<file path="config.mk">
export PLATFORM = sky130hd
export DESIGN_NAME = uart_mute_parity
export DESIGN_NICKNAME = d
export VERILOG_FILES = /design/src/hw/uart_mp_pkg.sv /design/src/hw/uart_tx_fifo.sv /design/src/hw/uart_mute_parity.sv
export VERILOG_INCLUDE_DIRS = /design/src /design/src/hw
export SDC_FILE = /design/constraint.sdc
export NUM_CORES = 1
export LEC_CHECK = 0
export ABC_AREA = 0
export BUFFER_PORTS_ARGS = -buffer_cell sky130_fd_sc_hd__buf_2
export CORE_AREA = 2 2 167 169
export CTS_CLUSTER_SIZE = 10
export DETAILED_ROUTE_END_ITERATION = 16
export DIE_AREA = 0 0 169 171
export REMOVE_ABC_BUFFERS = 1
export SETUP_SLACK_MARGIN = 0.5
export SYNTH_ARGS = -nofsm -noshare
export SYNTH_HDL_FRONTEND = slang
export SYNTH_SLANG_ARGS = --single-unit
</file>
<file path="constraint.sdc">
create_clock -name CORE_CLK -period 2.7 [get_ports CORE_CLK]
set_clock_uncertainty 0.05 [all_clocks]
set_input_delay 0.405 -clock CORE_CLK [delete_from_list [all_inputs] [get_ports CORE_CLK]]
set_output_delay 0.405 -clock CORE_CLK [all_outputs]
set_load 0.05 [all_outputs]
</file>
<file path="src/hw/uart_mp_params.svh">
// constants for the multiprocessor serial receiver/transmitter
`ifndef UART_MP_PARAMS_SVH
`define UART_MP_PARAMS_SVH

// register offsets on the plain register port
`define REG_CTRL 8'h00
`define REG_STAT 8'h01
`define REG_TXDATA 8'h02
`define REG_RXDATA 8'h03

// serial_control_one field positions
`define CTL_WORD9 0
`define CTL_PCE 1
`define CTL_ODD 2
`define CTL_WAKE 3
`define CTL_MUTE 4
`define CTL_PIE 5
`define CTL_RIE 6
`define CTL_IIE 7
`define CTL_RESET 8'h00

// serial_status_reg field positions (0..4 sticky, write one to clear)
`define ST_RX_DATA_READY_FLAG 0
`define ST_IDLE 1
`define ST_PERR 2
`define ST_OVR 3
`define ST_FERR 4
`define ST_TXEMPTY 5
`define ST_TXDONE 6
`define ST_RXBUSY 7
`define FLAGS_RESET 5'h00

// data field top index for 8 and 9 bit fields
`define TOP_8 4'h7
`define TOP_9 4'h8
// start plus stop bits around the field
`define FRAME_EXTRA 4'h2

// bus widths and defaults
`define ADDR_W 8
`define BUS_W 16
`define WORD_W 9
`define BIT_CYCLES_DEF 16
`define TXF_DEPTH_DEF 8

`endif

</file>
<file path="src/hw/uart_mp_pkg.sv">
// state types for the multiprocessor serial block
`default_nettype none
package uart_mp_pkg;
    // receive sequence, gray coded along the frame
    typedef enum logic [1:0] {
        RX_IDLE = 2'h0,
        RX_START = 2'h1,
        RX_DATA = 2'h3,
        RX_STOP = 2'h2
    } rx_state_t;
    // transmit sequence
    typedef enum logic {
        TX_IDLE = 1'h0,
        TX_SHIFT = 1'h1
    } tx_state_t;
endpackage
`default_nettype wire

</file>
<file path="src/hw/uart_tx_fifo.sv">
// small synchronous fifo with valid/ready on both sides
`timescale 1ns/1ps
`default_nettype none
module uart_tx_fifo #(
    parameter int WIDTH = 9,
    parameter int DEPTH = 8
) (
    input wire logic clk,
    input wire logic rst_b,
    input wire logic in_valid,
    output logic in_ready,
    input wire logic [WIDTH-1:0] in_data,
    output logic out_valid,
    input wire logic out_ready,
    output logic [WIDTH-1:0] out_data
);
    localparam int AW = (DEPTH > 1) ? $clog2(DEPTH) : 1;
    localparam int CW = $clog2(DEPTH + 1);
    localparam logic [AW-1:0] PTR_LAST = AW'(DEPTH - 1);
    localparam logic [CW-1:0] CNT_FULL = CW'(DEPTH);

    logic [WIDTH-1:0] mem_q [DEPTH]; // storage words
    logic [AW-1:0] wr_ptr_q; // next slot to fill
    logic [AW-1:0] rd_ptr_q; // oldest word
    logic [CW-1:0] count_q; // words held
    logic push; // accepted write
    logic pop; // accepted read

    // honest full and empty straight from the count
    assign in_ready = (count_q != CNT_FULL);
    assign out_valid = (count_q != '0);
    assign push = in_valid && in_ready;
    assign pop = out_valid && out_ready;
    assign out_data = mem_q[rd_ptr_q];

    // storage has no reset, only written on push
    always_ff @(posedge clk) begin
        if (push) begin
            mem_q[wr_ptr_q] <= in_data;
        end
    end

    // pointers wrap at depth, which need not be a power of two
    always_ff @(posedge clk or negedge rst_b) begin
        if (!rst_b) begin
            wr_ptr_q <= '0;
            rd_ptr_q <= '0;
            count_q <= '0;
        end else begin
            if (push) begin
                wr_ptr_q <= (wr_ptr_q == PTR_LAST) ? '0 : wr_ptr_q + 1'b1;
            end
            if (pop) begin
                rd_ptr_q <= (rd_ptr_q == PTR_LAST) ? '0 : rd_ptr_q + 1'b1;
            end
            if (push && !pop) begin
                count_q <= count_q + 1'b1;
            end else if (pop && !push) begin
                count_q <= count_q - 1'b1;
            end
        end
    end
endmodule
`default_nettype wire

</file>
<file path="src/hw/uart_mute_parity.sv">
// serial receiver/transmitter with receiver mute, wake-up and parity
//
// How it works
// - software mute request puts receiver asleep
// - no reception status flag sets while muted
// - receive interrupt requests suppressed while muted
// - wake select: idle line or address mark
// - idle wake clears mute, sets no idle flag
// - address mark wakes, clears mute, sets ready
// - address mark tests data msb, not parity
// - parity enable drives generation and checking
// - frame: start, data, optional parity, stop
// - parity select zero gives even parity
// - parity select one gives odd parity
// - transmitter replaces msb with parity bit
// - parity failure sets flag, interrupt if enabled
// - halt freezes serial logic until exit
`timescale 1ns/1ps
`default_nettype none
`include "uart_mp_params.svh"
module uart_mute_parity #(
    parameter int BIT_CYCLES = `BIT_CYCLES_DEF,
    parameter int FIFO_DEPTH = `TXF_DEPTH_DEF
) (
    input wire logic CORE_CLK,
    input wire logic RST_B,
    input wire logic [`ADDR_W-1:0] ADDR,
    input wire logic [`BUS_W-1:0] WDATA,
    input wire logic WR,
    input wire logic RD,
    output logic [`BUS_W-1:0] RDATA,
    output logic TX_READY,
    input wire logic HALT,
    input wire logic RXD,
    output logic TXD,
    output logic IRQ
);
    localparam logic [15:0] BIT_LAST = 16'(BIT_CYCLES - 1);
    localparam logic [15:0] HALF_LAST = 16'(BIT_CYCLES / 2 - 1);

    // top index of the data field, parity included
    function automatic logic [3:0] field_top(input logic word9);
        field_top = word9 ? `TOP_9 : `TOP_8;
    endfunction

    // xor of the data bits that parity covers (7 or 8 low bits)
    function automatic logic low_xor(input logic [8:0] d, input logic word9);
        low_xor = word9 ? ^d[7:0] : ^d[6:0];
    endfunction

    // --- control and synchronised inputs ---
    logic [7:0] ctrl_q; // serial_control_one
    logic word9; // nine bit data field
    logic parity_control_enable; // parity on
    logic parity_odd_select; // odd parity when set
    logic wake_on_mark; // wake method select
    logic receiver_mute_request; // receiver asleep
    logic rxd_meta_q; // first sync stage, read only by second
    logic rxd_s_q; // synchronised line level

    assign word9 = ctrl_q[`CTL_WORD9];
    assign parity_control_enable = ctrl_q[`CTL_PCE];
    assign parity_odd_select = ctrl_q[`CTL_ODD];
    assign wake_on_mark = ctrl_q[`CTL_WAKE];
    assign receiver_mute_request = ctrl_q[`CTL_MUTE];

    // two stage synchroniser on the receive pin; idles high
    always_ff @(posedge CORE_CLK or negedge RST_B) begin
        if (!RST_B) begin
            rxd_meta_q <= 1'b1;
            rxd_s_q <= 1'b1;
        end else begin
            rxd_meta_q <= RXD;
            rxd_s_q <= rxd_meta_q;
        end
    end

    // --- receive engine ---
    uart_mp_pkg::rx_state_t rx_state_q; // frame position
    logic [15:0] rx_cnt_q; // cycles within a bit
    logic [3:0] rx_idx_q; // field bit being sampled
    logic [8:0] rx_shift_q; // assembled field
    logic rx_done_q; // one cycle: frame ended
    logic rx_stop_ok_q; // stop bit seen high

    // mid-bit sampling; a start edge is checked again half a bit later
    // so that a glitch on the line does not start a frame
    always_ff @(posedge CORE_CLK or negedge RST_B) begin
        if (!RST_B) begin
            rx_state_q <= uart_mp_pkg::RX_IDLE;
            rx_cnt_q <= 16'h0000;
            rx_idx_q <= 4'h0;
            rx_shift_q <= 9'h000;
            rx_done_q <= 1'b0;
            rx_stop_ok_q <= 1'b0;
        end else begin
            rx_done_q <= 1'b0;
            if (!HALT) begin
                case (rx_state_q)
                    uart_mp_pkg::RX_IDLE: begin
                        rx_cnt_q <= 16'h0000;
                        if (!rxd_s_q) begin
                            rx_state_q <= uart_mp_pkg::RX_START;
                        end
                    end
                    uart_mp_pkg::RX_START: begin
                        if (rx_cnt_q == HALF_LAST) begin
                            rx_cnt_q <= 16'h0000;
                            rx_idx_q <= 4'h0;
                            rx_shift_q <= 9'h000;
                            // false start returns to idle
                            rx_state_q <= rxd_s_q ? uart_mp_pkg::RX_IDLE
                                                  : uart_mp_pkg::RX_DATA;
                        end else begin
                            rx_cnt_q <= rx_cnt_q + 16'h0001;
                        end
                    end
                    uart_mp_pkg::RX_DATA: begin
                        if (rx_cnt_q == BIT_LAST) begin
                            rx_cnt_q <= 16'h0000;
                            rx_shift_q[rx_idx_q] <= rxd_s_q;
                            if (rx_idx_q == field_top(word9)) begin
                                rx_state_q <= uart_mp_pkg::RX_STOP;
                            end else begin
                                rx_idx_q <= rx_idx_q + 4'h1;
                            end
                        end else begin
                            rx_cnt_q <= rx_cnt_q + 16'h0001;
                        end
                    end
                    uart_mp_pkg::RX_STOP: begin
                        if (rx_cnt_q == BIT_LAST) begin
                            rx_cnt_q <= 16'h0000;
                            rx_stop_ok_q <= rxd_s_q;
                            rx_done_q <= 1'b1;
                            rx_state_q <= uart_mp_pkg::RX_IDLE;
                        end else begin
                            rx_cnt_q <= rx_cnt_q + 16'h0001;
                        end
                    end
                    default: begin
                        rx_state_q <= uart_mp_pkg::RX_IDLE;
                    end
                endcase
            end
        end
    end

    // --- idle line detector ---
    logic [15:0] idle_cyc_q; // cycles within one bit time
    logic [3:0] idle_bits_q; // whole bit times seen high
    logic idle_hold_q; // idle already reported for this gap
    logic idle_evt_q; // one cycle: idle line recognised

    // full character time high
    // held off after reset until the line has been active once,
    // so a quiet line at power-up raises no idle
    always_ff @(posedge CORE_CLK or negedge RST_B) begin
        if (!RST_B) begin
            idle_cyc_q <= 16'h0000;
            idle_bits_q <= 4'h0;
            idle_hold_q <= 1'b1;
            idle_evt_q <= 1'b0;
        end else begin
            idle_evt_q <= 1'b0;
            if (!HALT) begin
                if (!rxd_s_q || rx_state_q != uart_mp_pkg::RX_IDLE) begin
                    // any low level restarts the measurement
                    idle_cyc_q <= 16'h0000;
                    idle_bits_q <= 4'h0;
                    idle_hold_q <= 1'b0;
                end else if (!idle_hold_q) begin
                    if (idle_cyc_q == BIT_LAST) begin
                        idle_cyc_q <= 16'h0000;
                        // start, field and stop all seen high
                        if (idle_bits_q == field_top(word9) + `FRAME_EXTRA) begin
                            idle_evt_q <= 1'b1;
                            idle_hold_q <= 1'b1;
                        end else begin
                            idle_bits_q <= idle_bits_q + 4'h1;
                        end
                    end else begin
                        idle_cyc_q <= idle_cyc_q + 16'h0001;
                    end
                end
            end
        end
    end

    // --- reception decisions ---
    logic addr_mark; // waking word seen
    logic rx_parity_bad; // parity check failed
    logic rx_accept; // frame is received normally
    logic wake_idle; // idle line wake-up
    logic wake_mark; // address mark wake-up
    logic [4:0] flags_q; // sticky status flags
    logic [4:0] flag_set; // hardware sets
    logic [4:0] flag_clr; // software clears
    logic [8:0] rx_buf_q; // received data register
    logic bus_ok; // bus access allowed (not halted)

    // data msb, never the parity bit
    assign addr_mark = parity_control_enable
        ? (word9 ? rx_shift_q[7] : rx_shift_q[6])
        : (word9 ? rx_shift_q[8] : rx_shift_q[7]);

    // ones count with parity against select
    assign rx_parity_bad = parity_control_enable &&
        ((low_xor(rx_shift_q, word9) ^ rx_shift_q[field_top(word9)])
         != parity_odd_select);

    assign wake_idle = idle_evt_q && receiver_mute_request && !wake_on_mark;
    assign wake_mark = rx_done_q && receiver_mute_request && wake_on_mark
        && addr_mark;
    assign rx_accept = rx_done_q && (!receiver_mute_request || wake_mark);

    assign bus_ok = !HALT;

    // hardware set terms; a full buffer turns a new frame into overrun
    always_comb begin
        flag_set = 5'h00;
        flag_set[`ST_RX_DATA_READY_FLAG] = rx_accept;
        flag_set[`ST_IDLE] = idle_evt_q && !receiver_mute_request;
        flag_set[`ST_PERR] = rx_accept && !flags_q[`ST_RX_DATA_READY_FLAG] && rx_parity_bad;
        flag_set[`ST_OVR] = rx_accept && flags_q[`ST_RX_DATA_READY_FLAG];
        flag_set[`ST_FERR] = rx_accept && !flags_q[`ST_RX_DATA_READY_FLAG] && !rx_stop_ok_q;
    end

    // software clears: write one to status, reading data clears ready
    always_comb begin
        flag_clr = 5'h00;
        if (bus_ok && WR && ADDR == `REG_STAT) begin
            flag_clr = WDATA[4:0];
        end
        if (bus_ok && RD && ADDR == `REG_RXDATA) begin
            flag_clr[`ST_RX_DATA_READY_FLAG] = 1'b1;
        end
    end

    // sticky flags; a set in the clearing cycle wins
    always_ff @(posedge CORE_CLK or negedge RST_B) begin
        if (!RST_B) begin
            flags_q <= `FLAGS_RESET;
        end else begin
            flags_q <= flag_set | (flags_q & ~flag_clr);
        end
    end

    // data register keeps the older word on overrun
    always_ff @(posedge CORE_CLK or negedge RST_B) begin
        if (!RST_B) begin
            rx_buf_q <= 9'h000;
        end else if (rx_accept && !flags_q[`ST_RX_DATA_READY_FLAG]) begin
            rx_buf_q <= rx_shift_q;
        end
    end

    // control register; a software write beats a hardware wake in the
    // same cycle so that a fresh mute request is never lost
    always_ff @(posedge CORE_CLK or negedge RST_B) begin
        if (!RST_B) begin
            ctrl_q <= `CTL_RESET;
        end else if (bus_ok && WR && ADDR == `REG_CTRL) begin
            ctrl_q <= WDATA[7:0];
        end else if (wake_idle || wake_mark) begin
            ctrl_q[`CTL_MUTE] <= 1'b0;
        end
    end

    // --- transmit path ---
    uart_mp_pkg::tx_state_t tx_state_q; // transmitter state
    logic [10:0] tx_shift_q; // frame, lsb on the line
    logic [3:0] tx_bits_q; // bits left in frame
    logic [15:0] tx_cnt_q; // cycles within a bit
    logic fifo_valid; // a word waits
    logic fifo_pop; // transmitter takes it
    logic [8:0] fifo_data; // word to send
    logic [8:0] tx_field; // field with parity applied

    // word queue between the data register and the shifter
    uart_tx_fifo #(
        .WIDTH(`WORD_W),
        .DEPTH(FIFO_DEPTH)
    ) tx_fifo (
        .clk(CORE_CLK),
        .rst_b(RST_B),
        .in_valid(bus_ok && WR && ADDR == `REG_TXDATA),
        .in_ready(TX_READY),
        .in_data(WDATA[8:0]),
        .out_valid(fifo_valid),
        .out_ready(fifo_pop),
        .out_data(fifo_data)
    );

    assign fifo_pop = fifo_valid && !HALT && tx_state_q == uart_mp_pkg::TX_IDLE;

    always_comb begin
        tx_field = fifo_data;
        if (parity_control_enable) begin
            tx_field[field_top(word9)] =
                low_xor(fifo_data, word9) ^ parity_odd_select;
        end
        // an eight bit field sends bit 8 as its stop level
        if (!word9) begin
            tx_field[8] = 1'b1;
        end
    end

    // shifter; the line idles high from reset
    always_ff @(posedge CORE_CLK or negedge RST_B) begin
        if (!RST_B) begin
            tx_state_q <= uart_mp_pkg::TX_IDLE;
            tx_shift_q <= 11'h7FF;
            tx_bits_q <= 4'h0;
            tx_cnt_q <= 16'h0000;
        end else if (!HALT) begin
            case (tx_state_q)
                uart_mp_pkg::TX_IDLE: begin
                    tx_cnt_q <= 16'h0000;
                    if (fifo_pop) begin
                        tx_shift_q <= {1'b1, tx_field, 1'b0};
                        tx_bits_q <= field_top(word9) + `FRAME_EXTRA + 4'h1;
                        tx_state_q <= uart_mp_pkg::TX_SHIFT;
                    end
                end
                uart_mp_pkg::TX_SHIFT: begin
                    if (tx_cnt_q == BIT_LAST) begin
                        tx_cnt_q <= 16'h0000;
                        tx_shift_q <= {1'b1, tx_shift_q[10:1]};
                        tx_bits_q <= tx_bits_q - 4'h1;
                        if (tx_bits_q == 4'h1) begin
                            tx_state_q <= uart_mp_pkg::TX_IDLE;
                        end
                    end else begin
                        tx_cnt_q <= tx_cnt_q + 16'h0001;
                    end
                end
                default: begin
                    tx_state_q <= uart_mp_pkg::TX_IDLE;
                end
            endcase
        end
    end

    assign TXD = tx_shift_q[0];

    // --- read port and interrupt request ---
    logic [`BUS_W-1:0] rdata_q; // read answer, one cycle after strobe
    logic [7:0] status; // live status view
    logic irq_q; // combined request

    always_comb begin
        status = {3'h0, flags_q};
        status[`ST_TXEMPTY] = !fifo_valid;
        status[`ST_TXDONE] = !fifo_valid && tx_state_q == uart_mp_pkg::TX_IDLE;
        status[`ST_RXBUSY] = rx_state_q != uart_mp_pkg::RX_IDLE;
    end

    // unmapped offsets and the write-only data register read zero
    always_ff @(posedge CORE_CLK or negedge RST_B) begin
        if (!RST_B) begin
            rdata_q <= '0;
        end else if (RD) begin
            case (ADDR)
                `REG_CTRL: rdata_q <= {8'h00, ctrl_q};
                `REG_STAT: rdata_q <= {8'h00, status};
                `REG_RXDATA: rdata_q <= {7'h00, rx_buf_q};
                default: rdata_q <= '0;
            endcase
        end else begin
            rdata_q <= '0;
        end
    end

    assign RDATA = rdata_q;

    always_ff @(posedge CORE_CLK or negedge RST_B) begin
        if (!RST_B) begin
            irq_q <= 1'b0;
        end else begin
            irq_q <= !receiver_mute_request && (
                (ctrl_q[`CTL_RIE] && (flags_q[`ST_RX_DATA_READY_FLAG] || flags_q[`ST_OVR])) ||
                (ctrl_q[`CTL_IIE] && flags_q[`ST_IDLE]) ||
                (ctrl_q[`CTL_PIE] && flags_q[`ST_PERR]));
        end
    end

    assign IRQ = irq_q;
endmodule
`default_nettype wire

</file>
==> impl_metrics.ini <==
[outcome]
status = complete, no violations

[cells_and_area]
nets = 963
final_common_cell = dfrtp_1
drive_gt1_frac = 0.307
fin_util = 0.438
area_delta_synth_final_pct = 27.6
layout_common_cells = dfrtp_1, nand2_1, edfxtp_1, nor2_1, buf_4
n_antenna_cell = 0

[min_path]
hold_depth = 1
min_path_type = input port to register

[global_routing]
grt_pass1_wl_um = 34100
grt_max_degree = 56
grt-ovfl-total = 0
antenna_found_initial = 0
grtUsageTotal = 0.147
grt_pass1_vias = 6473

[critical_path]
critPathArrivalTime_ns = 2.79
critical_path_class = input port to register
cp_top_family = simple AND/OR/NAND/NOR gates
path_max_fanout = 2
crit_path_max_incr_delay_ns = 0.53
cp_num_buf_inv = 2
endpoint_kind = register
worstPathRequired_ns = 3.06
crit_path_cell_trace = buf_6 -> or4_4 -> nor3_4 -> nand3b_1 -> nor4b_4 -> ha_2 -> inv_2 -> ha_4 -> a21o_1 -> a21oi_2 -> xnor2_1 -> nor2_1 -> xor2_1
cp-start-kind = input port
slowest_stage = or4_4
crit_cells = 13
ff2ff_path_depth = 8

[route]
viasPerCell = 4.98
ant_nets = 0
wl_um = 20500
drc = 0
firstDrtPassIters = 4
vias = 6371
drtIter0Drc = 318
wl_per_cell_um = 16.0

[cts]
cts_max_level = 1
cts_tree = built
clock_latency_ns = 0.53
clock_sinks = 202
clockRootBuffer = clkbuf_16
numCtsBuffers = 24
path_clk_slew_ns = 0.06
clockBufferDepth = 3

[yosys]
ys_ff_latch = 202
dominantRegCellSynth = dfrtp_1
synth.distinct_cells = 64
synth_edf_count = 72
syn_area_um2 = 9380
synthCells = 785
syn_area_per_cell_um2 = 11.9
yosysSeqAreaShare = 0.579
async_flop_share = 0.644
yosys_warnings = 0

[sta]
max_slew.worst_pin.slew_ns = 0.673
finalHoldViolCount = 0
setup_viol = 0
slew_viol_final = 0
period_needed_ns = 2.43
rsz0062_at_grt = yes
fmax_ghz = 0.412
relSlewSlack = 0.547
final.period_utilization = 0.900
fin_hold_ws_ns = 0.120
setup_slack_ns = 0.271
final.setup.tns_ns = 0

[pwr]
powerDensity_nw_per_um2 = 692
power_uw = 8280
cellLeakagePower_uw = 0.00478
vdd_drop_max_v = 0.000421

[die]
dieArea_um2 = 28900
die_y_um = 171
start_util = 0.343
core_area_um2 = 27300
io_pins = 49
dieWidth_um = 169
row_count = 61

[placed_design]
hpwl_um = 13200
portBuffers = 34
gp_congestion = 0.798
pre_cts_ws_ns = -0.505

[flow_run]
drv_cap = 0
-- cell families (layout without fill, tap and decap cells) --
logic type      Yosys count  in the layout  share of synthesized area
buf+inv                  52            193                     0.0261
fa+ha+maj                18             18                     0.0248
flops                   202            202                      0.579
mux                      55             55                     0.0863
xor+xnor                 57             57                     0.0532
other cells               1              7                   0.000400
compound gates          120            120                     0.0843
simple gates            280            281                      0.146
-- synthesized netlist by cell type, drive strengths merged (6+ instances only) --
master / count / area share
a22o: 12 / 0.011
nor2b: 8 / 0.0053
or3: 6 / 0.0040
nor3: 10 / 0.0053
a21oi: 20 / 0.012
inv: 18 / 0.0072
dfstp: 13 / 0.036
xnor2: 25 / 0.023
or4: 7 / 0.0056
nor2: 77 / 0.031
dfrtp: 117 / 0.31
mux2: 27 / 0.032
ha: 17 / 0.023
buf: 16 / 0.012
edfxtp: 72 / 0.23
a22oi: 8 / 0.0064
nand4: 11 / 0.0073
nand2b: 10 / 0.0067
nand3: 23 / 0.012
nor3b: 7 / 0.0056
mux4: 18 / 0.043
o21ai: 49 / 0.027
nand2: 90 / 0.036
nor4: 7 / 0.0060
clkbuf: 18 / 0.0072
xor2: 32 / 0.030
mux2i: 10 / 0.011
and3: 7 / 0.0047
-- stage by stage --
| stage | instance area [µm²] | std cells |
|---|---|---|
| 6_report | 12000 | 1279 |
| 3_3_place_gp | 10200 | 1186 |
| 3_5_place_dp | 10200 | 1186 |
| 2_1_floorplan | 9230 | 757 |
| 4_1_cts | 11700 | 1272 |
| 5_1_grt | 12000 | 1279 |
-- routing by layer --
layer,part of all wire,up-vias,GRT usage
li1,-,3088,-
met1,0.45,3158,0.191
met2,0.50,98,0.256
met3,0.036,27,0.0208
met4,0.019,0,0.0409
met5,0,-,0
-- path summary, 6_finish.rpt --
| path | start | end | slack, ns |
|---|---|---|---|
| max in group asynchronous | RST_B | idle_hold_q | 1.45 |
| setup reg to reg | rx_cnt_q[15] | rx_idx_q[2] | 0.28 |
| hold reg to reg | rxd_meta_q | rxd_s_q | 0.32 |
| min in group asynchronous | RST_B | rx_shift_q[5] | 0.36 |
| setup / recovery | ADDR[5] | tx_fifo.count_q[3] | 0.27 |
| hold / removal | WDATA[8] | tx_fifo.mem_q[1][8] | 0.12 |
-- where the power goes --
| part | switching [µW] | leakage [µW] | internal, µW |
|---|---|---|---|
| Clock | 1210 | 0.000342 | 1730 |
| Sequential | 295 | 0.00231 | 3420 |
| Combinational | 806 | 0.00214 | 813 |
| Total | 2310 | 0.00478 | 5970 |
-- sequential cells by signal, summed over array words and instances (netlist names), 2 cells and up --
| signal | cells |
|---|---|
| RDATA | 9 |
| ctrl_q | 8 |
| flags_q | 5 |
| idle_bits_q | 4 |
| idle_cyc_q | 16 |
| rx_buf_q | 9 |
| rx_cnt_q | 16 |
| rx_idx_q | 4 |
| rx_shift_q | 9 |
| rx_state_q | 2 |
| tx_bits_q | 4 |
| tx_cnt_q | 16 |
| tx_fifo.count_q | 4 |
| tx_fifo.mem_q | 72 |
| tx_fifo.rd_ptr_q | 3 |
| tx_fifo.wr_ptr_q | 3 |
| tx_shift_q | 10 |
-- timing repair --
| item | 4_1_cts | 5_1_grt |
|---|---|---|
| pin swaps | 43 | 34 |
| gates cloned | 8 | 0 |
| resized for setup | 90 | 59 |
| setup endpoints to repair | 134 | 137 |
| endpoints found under the hold margin | 52 | 0 |
| buffers inserted | 32 | 7 |
| hold buffers | 2 | 0 |
-- layout make-up --
cell class / instances / area [µm²]
multi-input combinational: 538 / 4130
inverter: 18 / 67.6
clock inverter: 1 / 30.0
fill: 2493 / 15400
sequential: 202 / 5430
clock buffer: 43 / 692
tap: 346 / 433
timing repair buffer: 131 / 1180
(Power assumes the default switching activity.)
